<file path="config.mk">
export PLATFORM = sky130hd
export DESIGN_NAME = sdhi_host_if
export DESIGN_NICKNAME = d
export VERILOG_FILES = /design/src/sdhi_pkg.sv /design/src/sdhi_sync.sv /design/src/sdhi_req.sv /design/src/sdhi_host_if.sv
export SDC_FILE = /design/constraint.sdc
export NUM_CORES = 1
export LEC_CHECK = 0
export ABC_AREA = 1
export BUFFER_PORTS_ARGS = -buffer_cell sky130_fd_sc_hd__buf_2
export CORE_ASPECT_RATIO = 1.75
export CORE_MARGIN = 2
export CORE_UTILIZATION = 45
export DETAILED_ROUTE_END_ITERATION = 8
export SETUP_SLACK_MARGIN = 0.5
export SLEW_MARGIN = 30
export SYNTH_ARGS = -nofsm -noshare
export SYNTH_HDL_FRONTEND = slang
export SYNTH_SLANG_ARGS = --single-unit
</file>
<file path="constraint.sdc">
create_clock -name clock -period 14.9 [get_ports clock]
set_clock_uncertainty 0.1 [all_clocks]
set_input_delay 2.235 -clock clock [delete_from_list [all_inputs] [get_ports clock]]
set_output_delay 2.235 -clock clock [all_outputs]
set_load 0.02 [all_outputs]
</file>
<file path="src/sdhi_pkg.sv">
// Package: constants and carrier types for the SDLC host data interface
package sdhi_pkg;

  // ----------------------------------------------------------------
  // Register selects (reg_sel_hi, reg_sel_lo)
  // ----------------------------------------------------------------
  localparam logic [1:0] SDHI_SEL_CMD_STAT = 2'h0;
  localparam logic [1:0] SDHI_SEL_PARM_RES = 2'h1;
  localparam logic [1:0] SDHI_SEL_TEST_TXR = 2'h2;
  localparam logic [1:0] SDHI_SEL_RXR = 2'h3;

  // ----------------------------------------------------------------
  // Status bit positions
  // ----------------------------------------------------------------
  localparam int SDHI_ST_CMD_BUSY = 7;
  localparam int SDHI_ST_CMD_FULL = 6;
  localparam int SDHI_ST_PARM_FULL = 5;
  localparam int SDHI_ST_RES_AVAIL = 4;
  localparam int SDHI_ST_TX_IRQ = 3;
  localparam int SDHI_ST_RX_IRQ = 2;
  localparam int SDHI_ST_TX_RES_AVAIL = 1;
  localparam int SDHI_ST_RX_RES_AVAIL = 0;

  // ----------------------------------------------------------------
  // Parameter counts, reset values, test mode bit
  // ----------------------------------------------------------------
  localparam logic [2:0] SDHI_TX_PARMS = 3'h4;
  localparam logic [2:0] SDHI_RX_PARMS = 3'h2;
  localparam int SDHI_TEST_RESET_BIT = 0;
  localparam logic [7:0] SDHI_BYTE_RESET = 8'h00;

  // Result codes placed in the result registers
  localparam logic [7:0] SDHI_RES_TX_OK = 8'h0c;
  localparam logic [7:0] SDHI_RES_RX_OK = 8'h00;
  localparam logic [7:0] SDHI_RES_RX_FCS = 8'h03;
  localparam logic [7:0] SDHI_RES_RX_OVER = 8'h05;
  localparam logic [7:0] SDHI_RES_CMD_OK = 8'h00;

  // ----------------------------------------------------------------
  // Command classes decoded from the command byte's top bits
  // ----------------------------------------------------------------
  typedef enum logic [1:0] {
    SDHI_CMD_IMM,
    SDHI_CMD_TX,
    SDHI_CMD_RX_GEN,
    SDHI_CMD_RX_SEL
  } sdhi_cmd_type;

  // Host bus cycle, already synchronised
  typedef struct packed {
    logic cs_n;
    logic rd_n;
    logic wr_n;
    logic [1:0] sel;
    logic tx_ack_n;
    logic rx_ack_n;
    logic [7:0] data;
  } sdhi_bus_type;

  // Frame engine side: a transmit frame order
  typedef struct packed {
    logic [7:0] addr;
    logic [7:0] ctrl;
    logic [15:0] len;
  } sdhi_txfrm_type;

endpackage : sdhi_pkg

</file>
<file path="src/sdhi_sync.sv">
// Two-flop synchroniser for a group of pin inputs
`timescale 1ns/10ps
`default_nettype none

module sdhi_sync
  #(parameter int WIDTH = 1,
    parameter logic [WIDTH-1:0] INIT = '0)
  (
  // Clock and reset
  input wire logic clock,
  input wire logic rst,
  // Data
  input wire logic [WIDTH-1:0] din,
  output logic [WIDTH-1:0] dout
  );

  logic [WIDTH-1:0] stage1;

  // ----------------------------------------------------------------
  // Two stages; only the second stage is read
  // ----------------------------------------------------------------
  always_ff @(posedge clock or posedge rst)
  begin
    if (rst)
    begin
      stage1 <= INIT;
      dout <= INIT;
    end
    else
    begin
      stage1 <= din;
      dout <= stage1;
    end
  end

endmodule // sdhi_sync

`default_nettype wire

</file>
<file path="src/sdhi_req.sv">
// Data request line with acknowledge completion for one channel
`timescale 1ns/10ps
`default_nettype none

module sdhi_req
  import sdhi_pkg::*;
  (
  // Clock and reset
  input wire logic clock,
  input wire logic rst,
  // Control
  input wire logic need,
  input wire logic done,
  // Request out
  output logic req
  );

  // ----------------------------------------------------------------
  // Request rises when a byte is needed, falls on completed transfer
  // ----------------------------------------------------------------
  always_ff @(posedge clock or posedge rst)
  begin
    if (rst)
      req <= 1'b0;
    else if (need)
      req <= 1'b1; // New byte outranks a finished one
    else if (done)
      req <= 1'b0;
  end

endmodule // sdhi_req

`default_nettype wire

</file>
<file path="src/sdhi_host_if.sv">
// Host port of the SDLC link controller: registers, requests, interrupts
// How it works
// - Seven registers picked by two select bits, chip select, read, write.
// - Every operation starts by a command byte write; device starts once its last parameter is written.
// - Extra command bytes arrive one by one through the parameter register.
// - Immediate commands leave completion info in the result register.
// - Transmit outcomes go to tx result, receive outcomes to rx result.
// - Status register gives command, execution and result handshakes.
// - Writing the test mode register can soft reset the controller.
// - No data register is decoded; bytes move only via acknowledges.
// - Done interrupt rises when results are due, or a data transfer in non-DMA mode.
// - Interrupt holds until results read or the transfer is done.
// - Status bits mirror each interrupt line for polled use.
// - Transmit and receive data paths are independent, DMA or not.
// - Tx request asks for a byte; tx acknowledge opens the tx path.
// - Rx request offers a byte; rx acknowledge opens the rx path.
// - Ack with write loads, ack with read returns, chip select ignored.
// - Transmit frame takes address, control, length low, length high.
// - After last parameter assert request-to-send, wait for clear-to-send.
// - Tx requests start with flag/header, repeat per byte until count.
// - Count exhausted: stop requests, send FCS and flag, raise tx done.
// - General receive takes all frames; selective matches two addresses.
// - Receive needs buffer length low and high before it goes active.
// - On closing flag check FCS, raise rx done, report good or bad.
// - Frame longer than buffer raises receive error interrupt early.
`timescale 1ns/10ps
`default_nettype none

module sdhi_host_if
  import sdhi_pkg::*;
  (
  // Clock and reset
  input wire logic clock,
  input wire logic rst,
  // Host bus pins
  input wire logic cs_n,
  input wire logic rd_n,
  input wire logic wr_n,
  input wire logic reg_sel_hi,
  input wire logic reg_sel_lo,
  input wire logic [7:0] data_in,
  output logic [7:0] data_out,
  output logic data_oe,
  // Data channel handshakes
  output logic tx_xfer_req,
  input wire logic tx_xfer_ack_n,
  output logic rx_xfer_req,
  input wire logic rx_xfer_ack_n,
  // Interrupt lines
  output logic tx_done_irq,
  output logic rx_done_irq,
  // Channel mode: 1 selects DMA service, 0 interrupt service
  input wire logic tx_dma_mode,
  input wire logic rx_dma_mode,
  // Selective receive addresses
  input wire logic [7:0] match_addr0,
  input wire logic [7:0] match_addr1,
  // Modem handshakes
  output logic rts,
  input wire logic cts,
  // Frame transmitter side
  output var sdhi_txfrm_type tx_frame,
  output logic tx_start,
  input wire logic tx_byte_slot,
  output logic [7:0] tx_byte,
  output logic tx_byte_valid,
  input wire logic tx_frame_end,
  // Frame receiver side
  output logic rx_enable,
  input wire logic rx_byte_valid,
  input wire logic [7:0] rx_byte_in,
  input wire logic rx_addr_byte,
  input wire logic rx_frame_end,
  input wire logic rx_fcs_ok,
  // Immediate command completion from the rest of the unit
  input wire logic imm_done,
  input wire logic [7:0] imm_result,
  // Controller-wide software reset
  output logic soft_reset
  );

  // ----------------------------------------------------------------
  // Declarations
  // ----------------------------------------------------------------
  typedef enum {ST_IDLE, ST_PARM, ST_RTS, ST_SEND, ST_TAIL} sdhi_txst_type;
  sdhi_bus_type bus_pin, bus;
  sdhi_bus_type bus_prev;
  sdhi_txst_type txst;
  logic cts_s;
  logic [7:0] cmd, result, tx_result, rx_result, parm_buf [0:3];
  logic [2:0] parm_cnt, parm_need;
  logic cmd_busy, res_avail, tx_res_avail, rx_res_avail;
  logic [15:0] tx_left, rx_len, rx_count;
  logic rx_armed, rx_sel_mode, rx_pass, rx_err_sent;
  logic [7:0] rx_hold;
  logic rx_need, tx_need, tx_have;
  logic rst_all;

  // ----------------------------------------------------------------
  // Pin synchronisers
  // ----------------------------------------------------------------
  assign bus_pin = '{cs_n: cs_n, rd_n: rd_n, wr_n: wr_n,
                     sel: {reg_sel_hi, reg_sel_lo},
                     tx_ack_n: tx_xfer_ack_n, rx_ack_n: rx_xfer_ack_n,
                     data: data_in};

  sdhi_sync #(.WIDTH($bits(sdhi_bus_type)), .INIT('1)) u_bus_sync
  (
    .clock(clock),
    .rst(rst),
    .din(bus_pin),
    .dout(bus)
  );

  sdhi_sync #(.WIDTH(1), .INIT(1'b0)) u_cts_sync
  (
    .clock(clock),
    .rst(rst),
    .din(cts),
    .dout(cts_s)
  );

  // Previous strobe state for edge detection of synchronised strobes
  always_ff @(posedge clock or posedge rst)
  begin
    if (rst)
      bus_prev <= '1;
    else
      bus_prev <= bus;
  end

  // ----------------------------------------------------------------
  // Strobe decode: one pulse per access, on the strobe's trailing edge
  // ----------------------------------------------------------------
  wire wr_end = bus.wr_n && !bus_prev.wr_n;
  wire rd_end = bus.rd_n && !bus_prev.rd_n;
  wire rd_act = !bus.rd_n;
  wire sel_cs = !bus_prev.cs_n && bus_prev.tx_ack_n && bus_prev.rx_ack_n;
  wire w_cmd = wr_end && sel_cs && bus_prev.sel == SDHI_SEL_CMD_STAT;
  wire w_parm = wr_end && sel_cs && bus_prev.sel == SDHI_SEL_PARM_RES;
  wire w_test = wr_end && sel_cs && bus_prev.sel == SDHI_SEL_TEST_TXR;
  wire r_res = rd_end && sel_cs && bus_prev.sel == SDHI_SEL_PARM_RES;
  wire r_txr = rd_end && sel_cs && bus_prev.sel == SDHI_SEL_TEST_TXR;
  wire r_rxr = rd_end && sel_cs && bus_prev.sel == SDHI_SEL_RXR;
  // Hard-selected data paths ignore chip select and the selects
  wire tx_load = wr_end && !bus_prev.tx_ack_n;
  wire rx_take = rd_end && !bus_prev.rx_ack_n;
  wire soft_pulse = w_test && bus_prev.data[SDHI_TEST_RESET_BIT];
  wire sdhi_cmd_type cmd_class = sdhi_cmd_type'(bus_prev.data[7:6]);
  wire [7:0] status = {cmd_busy, cmd_busy && parm_cnt != parm_need,
                       1'b0, res_avail, tx_done_irq, rx_done_irq,
                       tx_res_avail, rx_res_avail};

  assign rst_all = soft_reset;

  // ----------------------------------------------------------------
  // Read data mux; data registers are not in the select decode
  // ----------------------------------------------------------------
  wire [7:0] rd_mux = !bus.rx_ack_n ? rx_hold :
                      bus.sel == SDHI_SEL_CMD_STAT ? status :
                      bus.sel == SDHI_SEL_PARM_RES ? result :
                      bus.sel == SDHI_SEL_TEST_TXR ? tx_result :
                      rx_result;
  wire rd_en = rd_act && (!bus.rx_ack_n || (!bus.cs_n && bus.tx_ack_n));

  always_ff @(posedge clock or posedge rst)
  begin
    if (rst)
    begin
      data_out <= SDHI_BYTE_RESET;
      data_oe <= 1'b0;
      soft_reset <= 1'b0;
    end
    else
    begin
      data_out <= rd_mux;
      data_oe <= rd_en;
      soft_reset <= soft_pulse;
    end
  end

  // ----------------------------------------------------------------
  // Command and parameter intake
  // ----------------------------------------------------------------
  always_ff @(posedge clock or posedge rst)
  begin
    if (rst)
    begin
      cmd <= SDHI_BYTE_RESET;
      cmd_busy <= 1'b0;
      parm_cnt <= 3'h0;
      parm_need <= 3'h0;
      for (int i = 0; i < 4; i++)
        parm_buf[i] <= SDHI_BYTE_RESET;
      rx_sel_mode <= 1'b0;
    end
    else if (rst_all)
    begin
      cmd_busy <= 1'b0;
      parm_cnt <= 3'h0;
      parm_need <= 3'h0;
    end
    else if (w_cmd && !cmd_busy)
    begin
      cmd <= bus_prev.data;
      cmd_busy <= 1'b1;
      parm_cnt <= 3'h0;
      parm_need <= cmd_class == SDHI_CMD_TX ? SDHI_TX_PARMS :
                   cmd_class == SDHI_CMD_IMM ? 3'h0 :
                   SDHI_RX_PARMS;
      rx_sel_mode <= cmd_class == SDHI_CMD_RX_SEL;
    end
    else if (w_parm && cmd_busy && parm_cnt != parm_need)
    begin
      parm_buf[parm_cnt[1:0]] <= bus_prev.data;
      parm_cnt <= parm_cnt + 3'h1;
    end
    else if (cmd_busy && parm_cnt == parm_need)
      cmd_busy <= sdhi_cmd_type'(cmd[7:6]) == SDHI_CMD_IMM && !imm_done;
  end

  wire parms_done = cmd_busy && parm_cnt == parm_need;
  wire tx_go = parms_done && sdhi_cmd_type'(cmd[7:6]) == SDHI_CMD_TX;
  wire rx_go = parms_done && cmd[7];

  // ----------------------------------------------------------------
  // Result registers and their availability flags (set wins)
  // ----------------------------------------------------------------
  always_ff @(posedge clock or posedge rst)
  begin
    if (rst)
    begin
      result <= SDHI_BYTE_RESET;
      res_avail <= 1'b0;
    end
    else if (rst_all)
      res_avail <= 1'b0;
    else if (imm_done && cmd_busy)
    begin
      result <= imm_result;
      res_avail <= 1'b1;
    end
    else if (r_res)
      res_avail <= 1'b0;
  end

  // ----------------------------------------------------------------
  // Transmit sequencer
  // ----------------------------------------------------------------
  always_ff @(posedge clock or posedge rst)
  begin
    if (rst)
    begin
      txst <= ST_IDLE;
      tx_left <= 16'h0000;
      rts <= 1'b0;
      tx_start <= 1'b0;
      tx_frame <= '0;
      tx_result <= SDHI_BYTE_RESET;
      tx_res_avail <= 1'b0;
    end
    else if (rst_all)
    begin
      txst <= ST_IDLE;
      rts <= 1'b0;
      tx_start <= 1'b0;
      tx_res_avail <= 1'b0;
    end
    else
    begin
      tx_start <= 1'b0;
      unique case (txst)
        ST_IDLE:
          if (tx_go)
            txst <= ST_PARM;
        ST_PARM:
        begin
          tx_frame <= '{addr: parm_buf[0], ctrl: parm_buf[1],
                        len: {parm_buf[3], parm_buf[2]}};
          tx_left <= {parm_buf[3], parm_buf[2]};
          rts <= 1'b1;
          txst <= ST_RTS;
        end
        ST_RTS:
          if (cts_s)
          begin
            tx_start <= 1'b1;
            txst <= ST_SEND;
          end
        ST_SEND:
        begin
          if (tx_load && tx_left != 16'h0000)
            tx_left <= tx_left - 16'h0001;
          if (tx_frame_end)
            txst <= ST_TAIL;
        end
        ST_TAIL:
        begin
          tx_result <= SDHI_RES_TX_OK;
          rts <= 1'b0;
          txst <= ST_IDLE;
        end
      endcase
      if (txst == ST_TAIL)
        tx_res_avail <= 1'b1;
      else if (r_txr)
        tx_res_avail <= 1'b0;
    end
  end

  // Byte handed to the transmitter; request while slot empty and count left
  always_ff @(posedge clock or posedge rst)
  begin
    if (rst)
    begin
      tx_byte <= SDHI_BYTE_RESET;
      tx_have <= 1'b0;
    end
    else if (tx_load)
    begin
      tx_byte <= bus_prev.data;
      tx_have <= 1'b1;
    end
    else if (tx_byte_slot || rst_all)
      tx_have <= 1'b0;
  end

  assign tx_byte_valid = tx_have;
  assign tx_need = txst == ST_SEND && !tx_have && tx_left != 16'h0000
                   && !tx_xfer_req;

  sdhi_req u_tx_req
  (
    .clock(clock),
    .rst(rst),
    .need(tx_need && !rst_all),
    .done(tx_load || rst_all),
    .req(tx_xfer_req)
  );

  // ----------------------------------------------------------------
  // Receive path: length, address filter, byte hold, results
  // ----------------------------------------------------------------
  wire rx_addr_ok = !rx_sel_mode || rx_byte_in == match_addr0
                    || rx_byte_in == match_addr1;
  wire rx_over = rx_pass && rx_byte_valid && rx_count == rx_len;

  always_ff @(posedge clock or posedge rst)
  begin
    if (rst)
    begin
      rx_armed <= 1'b0;
      rx_len <= 16'h0000;
      rx_count <= 16'h0000;
      rx_pass <= 1'b0;
      rx_hold <= SDHI_BYTE_RESET;
      rx_result <= SDHI_BYTE_RESET;
      rx_res_avail <= 1'b0;
      rx_err_sent <= 1'b0;
      rx_need <= 1'b0;
    end
    else if (rst_all)
    begin
      rx_armed <= 1'b0;
      rx_pass <= 1'b0;
      rx_res_avail <= 1'b0;
      rx_need <= 1'b0;
    end
    else
    begin
      rx_need <= 1'b0;
      if (rx_go && !rx_armed)
      begin
        rx_armed <= 1'b1;
        rx_len <= {parm_buf[1], parm_buf[0]};
      end
      if (rx_armed && rx_addr_byte && rx_byte_valid)
      begin
        rx_pass <= rx_addr_ok;
        rx_count <= 16'h0000;
        rx_err_sent <= 1'b0;
      end
      else if (rx_pass && rx_byte_valid && !rx_over)
      begin
        rx_hold <= rx_byte_in;
        rx_count <= rx_count + 16'h0001;
        rx_need <= 1'b1;
      end
      if (rx_over && !rx_err_sent)
      begin
        rx_result <= SDHI_RES_RX_OVER;
        rx_err_sent <= 1'b1;
      end
      else if (rx_pass && rx_frame_end && !rx_err_sent)
      begin
        rx_result <= rx_fcs_ok ? SDHI_RES_RX_OK : SDHI_RES_RX_FCS;
        rx_pass <= 1'b0;
        rx_armed <= 1'b0;
      end
      else if (rx_frame_end)
        rx_pass <= 1'b0;
      if ((rx_over && !rx_err_sent) || (rx_pass && rx_frame_end
          && !rx_err_sent))
        rx_res_avail <= 1'b1;
      else if (r_rxr)
        rx_res_avail <= 1'b0;
    end
  end

  assign rx_enable = rx_armed;

  sdhi_req u_rx_req
  (
    .clock(clock),
    .rst(rst),
    .need(rx_need && !rst_all),
    .done(rx_take || rst_all),
    .req(rx_xfer_req)
  );

  // ----------------------------------------------------------------
  // Interrupt lines: results pending, or data due in non-DMA mode
  // ----------------------------------------------------------------
  assign tx_done_irq = tx_res_avail || (!tx_dma_mode && tx_xfer_req);
  assign rx_done_irq = rx_res_avail || (!rx_dma_mode && rx_xfer_req);

endmodule // sdhi_host_if

`default_nettype wire

</file>
* Word level (Yosys, flattened, before mapping) *
Cells that the tools add are included.

storage, ports and cells
  output and inout port bits = 58
  bits in registers = 262
  input port bits = 59
  logic and storage cells = 249

cells by class
  magnitude comparators = 2
  bitwise logic cells = 4
  reduce and logical (&&, ||, !) cells = 105
  mux-type cells = 64
  add/sub/neg operators = 3
  equality and inequality tests = 24

operators by type and width
  kind                                                  number
  case mux 32 bit (5 select lines)                      1
  two-way mux 32 bit                                    4
  equality test 32 x 2 -> 1 bit, second input constant  2
  equality test 32 x 3 -> 1 bit, second input constant  2
  two-way mux 8 bit                                     7
  two-way mux 16 bit                                    3
  logical AND 1 bit                                     44
  two-way mux 1 bit                                     37
  bitwise mux 32 bit                                    1
  equality test 32 x 1 -> 1 bit, second input constant  1
  equality test 32 x 4 -> 1 bit, second input constant  1
  zero test 32 bit                                      1
  case mux 16 bit (2 select lines)                      1
  zero test 1 bit                                       19
  two-way mux 3 bit                                     6
  AND reduction 2 bit                                   9
  nonzero test 3 bit                                    6
  adder 16 x 1 -> 16 bit, second input constant         1
  demux 8 bit (select 2 bit)                            1
  equality test 16 bit                                  1
  equality test 8 bit                                   2
  nonzero test 16 bit                                   1
  nonzero test 2 bit                                    8
  subtractor 16 x 1 -> 16 bit, second input constant    1
  17 further kinds                                      42

* Longest topological paths before layout *
Gate-level depths: netlist (run 1).

  depth in word-level cells = 10
  gate-level depth with buffers = 13

* Modules after synthesis *
From an unflattened synthesis (run 1), not the netlist that was laid out.

unflattened totals
  cell total of the unflattened synthesis = 1,123
  area total of the unflattened synthesis = 9,883.2 µm²

by module, submodules not included
  module                   cells each  area an instance (µm²)  times used
  sdhi_host_if             1,077       8,949.8                 1
  sdhi_sync at u_bus_sync  31          792.0                   1
  sdhi_req                 6           43.8                    2
  sdhi_sync at u_cts_sync  3           53.8                    1

* Worst setup path after synthesis (run 1) *
No wires, ideal clock.

  kind = input-to-output
  start = in tx_dma_mode
  end = out tx_done_irq
  data required time = 12,565 ps
  arrival = 2,769 ps
  setup slack = 9,796 ps
  cell stages on the path = 1
  cell sequence = o21ai_0

between the ends
  word-level cells in the longest chain between the ends = 3

RTL lines
  what               line                 RTL
  from (decl)        sdhi_host_if.sv:53   input wire logic tx_dma_mode,
  zero test 1 bit    sdhi_host_if.sv:424  assign tx_done_irq = tx_res_avail || (!tx_dma_mode && tx_xfer_req);
  logical AND 1 bit  sdhi_host_if.sv:424
  logical OR 1 bit   sdhi_host_if.sv:424
  to (decl)          sdhi_host_if.sv:50   output logic tx_done_irq,

Every way passes these cells.

* Final worst setup path (run 1) *
Ends and elaborated chain as after synthesis.

==> out/qor.csv, run 1 <==
metric,value,unit
status,finished clean,
ant_nets,0,
yosysWarnings,0,
area_growth,15.7,%
place_inst,1474,
async_reset_ff_frac,1.00,
vias,7621,
dieArea,22800,sq um
cts_resized,0,
grt_max_degree,111,
synth_top_family_by_area,simple AND/OR/NAND/NOR gates,
period_share,0.341,
timing.fmax,0.197,GHz
cts_buffers,21,
cap_violations,0,
wl_per_cell,15.6,um
place_congestion,0.925,
antenna_found_initial,0,
die_w,115,um
place.detailed.hpwl,17.0,mm
synthCells,1129,
required,12.57,ns
synth_ff_type,dfrtp_1,
clock_sinks,221,
diodes,0,
min-delay-path-class,reg -> reg,
tns,0,ns
cp_cell_sequence,buf_2 > o21ai_0 > buf_2,
post-route-drc-count,0,
synth_area,9700,sq um
irDropWorstVdd,103,uV
synth_xor_area_frac,0.0208,
worst-path-max-fanout,2,
p_leak,5.82,nW
slew_headroom,0.437,
buffer_ports.inserted,116,
p_per_area,144,nW/um^2
synth-edff-count,0,
critPathLaunchType,primary input,
die-height,198,um
setup_viol_count_final,0,
root_buffer,clkbuf_16,
muxShareOfSynthArea,0.00697,
synth_area_per_cell,8.59,sq um
cp.buffers_inverters,2,
hold_violations,0,
vias_per_cell,5.04,
htree_num_levels,1,
synth_compound_area_frac,0.0684,
nets,1308,
yosysUniqueCellTypes,40,
final_common_cell,nand2_1,
drive_above_1_share,0.179,
num_rows,71,
maxSlewViolCount,0,
start_util,0.455,
synth_fa_ha_area_frac,0.00903,
grt_overflow,0,
rsz0062_at_grt,false,
track_usage,0.217,
final_util,0.526,
end_kind,output pin,
core,21300,sq um
cts_setup_buffers,0,
io_pins,117,
worstSetupPathType,in -> out,
drtIter0Drc,374,
syn-num-nets,1195,
ys_seq_area_frac,0.576,
fin_crit,5.07,ns
hold_ws,0.251,ns
path_clk_slew,0.06,ns
cpMostUsedCell,buf_2,
clk_latency,0.51,ns
critPathMaxStageDelay,0.21,ns
clk_path_buf_depth,3,
layout_common_cells,"nand2_1, dfrtp_1, inv_1",
stdcell_count,1511,
cp.arrival,2.74,ns
firstDrtPassIters,5,
cp_slowest_cell,buf_2,
worstMarginPinSlew,0.843,ns
ys_seq_elements,221,
cts_tree,yes,
path_delay_family,buffers and inverters,
grt_pass1_wl,39.1,mm
postRouteWirelength,23.6,mm
grt_pass1_vias,7660,
yosys.area_share.simple,0.255,
hold_buffers,0,
[metrics by stage]
stage / cell area [sq um] / power (mW) / worst slack [ns]
detailed placement: 10500 / 1.06 / 9.83
CTS: 11200 / 1.63 / 9.82
global placement: 10500 / 1.06 / 9.84
finish: 11200 / 1.61 / 9.83
floorplan: 9700 / 0.953 / 6.59
global route: 11200 / 1.71 / 9.69
[flip-flops by register name, summed over array words and instances (netlist names), 15 cells and up]
signal / cells
parm_buf: 32
tx_frame: 32
rx_count: 16
rx_len: 16
tx_left: 16
bus_prev: 15
u_bus_sync.dout: 15
u_bus_sync.stage1: 15
[where the power goes]
group	switching, mW	internal [mW]	total (mW)
registers	0.0397	0.658	0.698
logic	0.244	0.105	0.349
clock network	0.228	0.337	0.566
[per-layer routing]
layer,track usage,part of all wire
met5,0,0
met4,0.0875,0.038
met3,0.0233,0.032
met2,0.397,0.53
met1,0.256,0.40
[final cells by class]
cell class | count | area [sq um]
timing repair buffer | 122 | 626
clock buffer | 28 | 603
inverter | 122 | 468
clock inverter | 9 | 125
tap | 255 | 319
sequential | 221 | 5590
fill | 2084 | 10100
multi-input combinational | 754 | 3490
[final timing paths]
check	startpoint	end	depth (start not counted)	slack [ns]
min reg2reg	u_bus_sync.stage1[14]	u_bus_sync.dout[14]	0	0.25
max reg2reg	u_bus_sync.dout[12]	tx_left[5]	7	12.27
max in group asynchronous	rst	tx_frame[5]	3	11.69
min in group asynchronous	rst	tx_byte[7]	2	1.73
min	u_bus_sync.stage1[14]	u_bus_sync.dout[14]	0	0.25
max	tx_dma_mode	tx_done_irq	3	9.83
[synth_stat cells, types with 4 or more instances]
library cell / instances / share of area
a21oi_1: 15 / 0.0077
a31oi_1: 5 / 0.0032
buf_2: 7 / 0.0036
clkbuf_1: 19 / 0.0074
dfrtp_1: 176 / 0.45
dfstp_2: 45 / 0.12
ha_1: 7 / 0.0090
inv_1: 120 / 0.046
mux2_2: 6 / 0.0070
nand2_1: 385 / 0.15
nand2_4: 4 / 0.0046
nand3_1: 87 / 0.045
nand4_1: 11 / 0.0071
nor2_1: 87 / 0.034
nor3_1: 8 / 0.0041
o211ai_1: 4 / 0.0031
o21ai_0: 81 / 0.042
o21ai_1: 8 / 0.0041
or2_2: 5 / 0.0032
xnor2_1: 10 / 0.0090
xor2_1: 13 / 0.012
[cells by family (layout without fill, tap and decap cells)]
| group | after synthesis | after routing |
|---|---|---|
| simple gates | 594 | 594 |
| flops | 221 | 221 |
| buf+inv | 154 | 281 |
| compound gates | 124 | 124 |
| xor+xnor | 23 | 23 |
| fa+ha+maj | 7 | 7 |
| mux | 6 | 6 |
Note: power is estimated with default switching activity, not from simulation.
==> inputs of run 2 (changes only) <==
Clock period 14.9 ns to 4.68 ns, I/O delays scaled along.
==> run 2 against run 1 <==
  * Critical path depth increased by 4
  * Critical path type is now reg -> reg
  * Clock power grew to 2.9 times the previous value
  * Core utilization fell by 0.27 points
==> out/qor.csv, run 2 (synthesis results as in run 1) <==
metric,value,unit,change
hold_ws,0.201,ns,was 0.251 ns
vias,7503,,was 7621
wl_per_cell,15.4,um,was 15.6 um
diodes,0,,unchanged
fin_crit,2.60,ns,
maxSlewViolCount,0,,unchanged
clock_sinks,221,,unchanged
antenna_found_initial,0,,unchanged
track_usage,0.213,,was 0.217
root_buffer,clkbuf_16,,unchanged
status,finished clean,,unchanged
drtIter0Drc,446,,was 374
p_leak,5.77,nW,was 5.82 nW
core,21300,sq um,unchanged
p_per_area,442,nW/um^2,was 144 nW/um^2
cts_tree,yes,,unchanged
grt_pass1_vias,7524,,was 7660
grt_overflow,0,,unchanged
dpl_cell_area,10500,sq um,about the same
multi_input_area,3510,sq um,was 3490 sq um
io_pins,117,,unchanged
critPathLaunchType,register,,was primary input
setup_viol_count_final,0,,unchanged
final_util,0.524,,was 0.526
clk_path_buf_depth,3,,unchanged
htree_num_levels,1,,unchanged
cp_slowest_cell,nand2_1,,was buf_2
final_common_cell,nand2_1,,unchanged
place_inst,1474,,unchanged
path_clk_slew,0.06,ns,about the same
hold_buffers,0,,unchanged
buffer_ports.inserted,116,,unchanged
nets,1308,,unchanged
place_congestion,0.880,,was 0.925
min-delay-path-class,in -> async,,was reg -> reg
fin_area,11200,sq um,about the same
postRouteWirelength,23.3,mm,was 23.6 mm
worstMarginPinSlew,0.729,ns,was 0.843 ns
timing.fmax,0.384,GHz,
firstDrtPassIters,5,,unchanged
cp_cell_sequence,inv_1 > nor3_2 > nand3_1 > nand2_1 > inv_1 > nand2_1 > nand2_1,,was buf_2 > o21ai_0 > buf_2
worst_slack,2.08,ns,was 9.83 ns
power,4.94,mW,was 1.61 mW
slew_headroom,0.513,,was 0.437
die-height,198,um,unchanged
period_share,0.556,,
hold_violations,0,,unchanged
end_kind,register,,was output pin
area_growth,15.2,%,was 15.7%
drive_above_1_share,0.176,,was 0.179
reg_top3,"parm_buf: 32 flops, tx_frame: 32 flops",,unchanged
tns,0,ns,unchanged
start_util,0.455,,unchanged
required,4.96,ns,was 12.57 ns
nFillCells,2063,,was 2084
ant_nets,0,,unchanged
grt_max_degree,132,,was 111
cts_setup_buffers,0,,unchanged
num_rows,71,,unchanged
vias_per_cell,4.97,,was 5.04
post-place-ws,1.76,ns,was 9.83 ns
grt_pass1_wl,38.2,mm,was 39.1 mm
worstSetupPathType,reg -> reg,,was in -> out
clk_latency,0.50,ns,was 0.51 ns
layout_common_cells,"nand2_1, dfrtp_1, inv_1",,unchanged
ff2ff_path_depth,7,,unchanged
place.detailed.hpwl,17.1,mm,was 17.0 mm
cts_resized,0,,unchanged
worst-path-max-fanout,25,,was 2
dieArea,22800,sq um,unchanged
post-route-drc-count,0,,unchanged
cpMostUsedCell,nand2_1,,was buf_2
final-seq-area,5590,sq um,unchanged
rsz0062_at_grt,false,,unchanged
cts_buffers,21,,unchanged
critPathMaxStageDelay,0.59,ns,was 0.21 ns
cp.arrival,2.88,ns,was 2.74 ns
cap_violations,0,,unchanged
irDropWorstVdd,436,uV,was 103 uV
die_w,115,um,unchanged
stdcell_count,1511,,unchanged
run 2: metal layers:
layer,part of all wire,routed length (um),track usage
met2,0.53,12400,0.389
met3,0.043,1000,0.0272
met5,0,0,0
met4,0.028,654,0.0683
met1,0.40,9210,0.257
run 2: final timing paths:
| kind | endpoint | from | slack (ns) |
|---|---|---|---|
| worst min register to register | u_cts_sync.dout | u_cts_sync.stage1 | 0.25 |
| worst max register to register | tx_left[14] | u_bus_sync.dout[12] | 2.08 |
| min in group clock | u_bus_sync.stage1[0] | data_in[0] | 0.20 |
| worst min-delay path | u_bus_sync.stage1[5] | rst | 0.20 |
| max in group asynchronous | tx_left[13] | rst | 3.15 |
| worst max-delay path | tx_left[14] | u_bus_sync.dout[12] | 2.08 |
run 2: layout make-up:
type | instances | share of cell area
Clock inverter | 6 | 0.00572
Multi-Input combinational cell | 754 | 0.314
Tap cell | 255 | 0.0286
Clock buffer | 31 | 0.0522
Inverter | 122 | 0.0416
Timing Repair Buffer | 122 | 0.0572
Sequential cell | 221 | 0.500
run 2: critical path, delay by kind of cell (launching register included):
family	cells	cell delay [ns]
simple gates	5	1.50
buf+inv	2	0.36
flops	1	0.52
run 2: power breakdown:
part           switching (mW)  internal (mW)
clock                   0.701          0.921
combinational           0.755          0.334
sequential              0.129           2.10
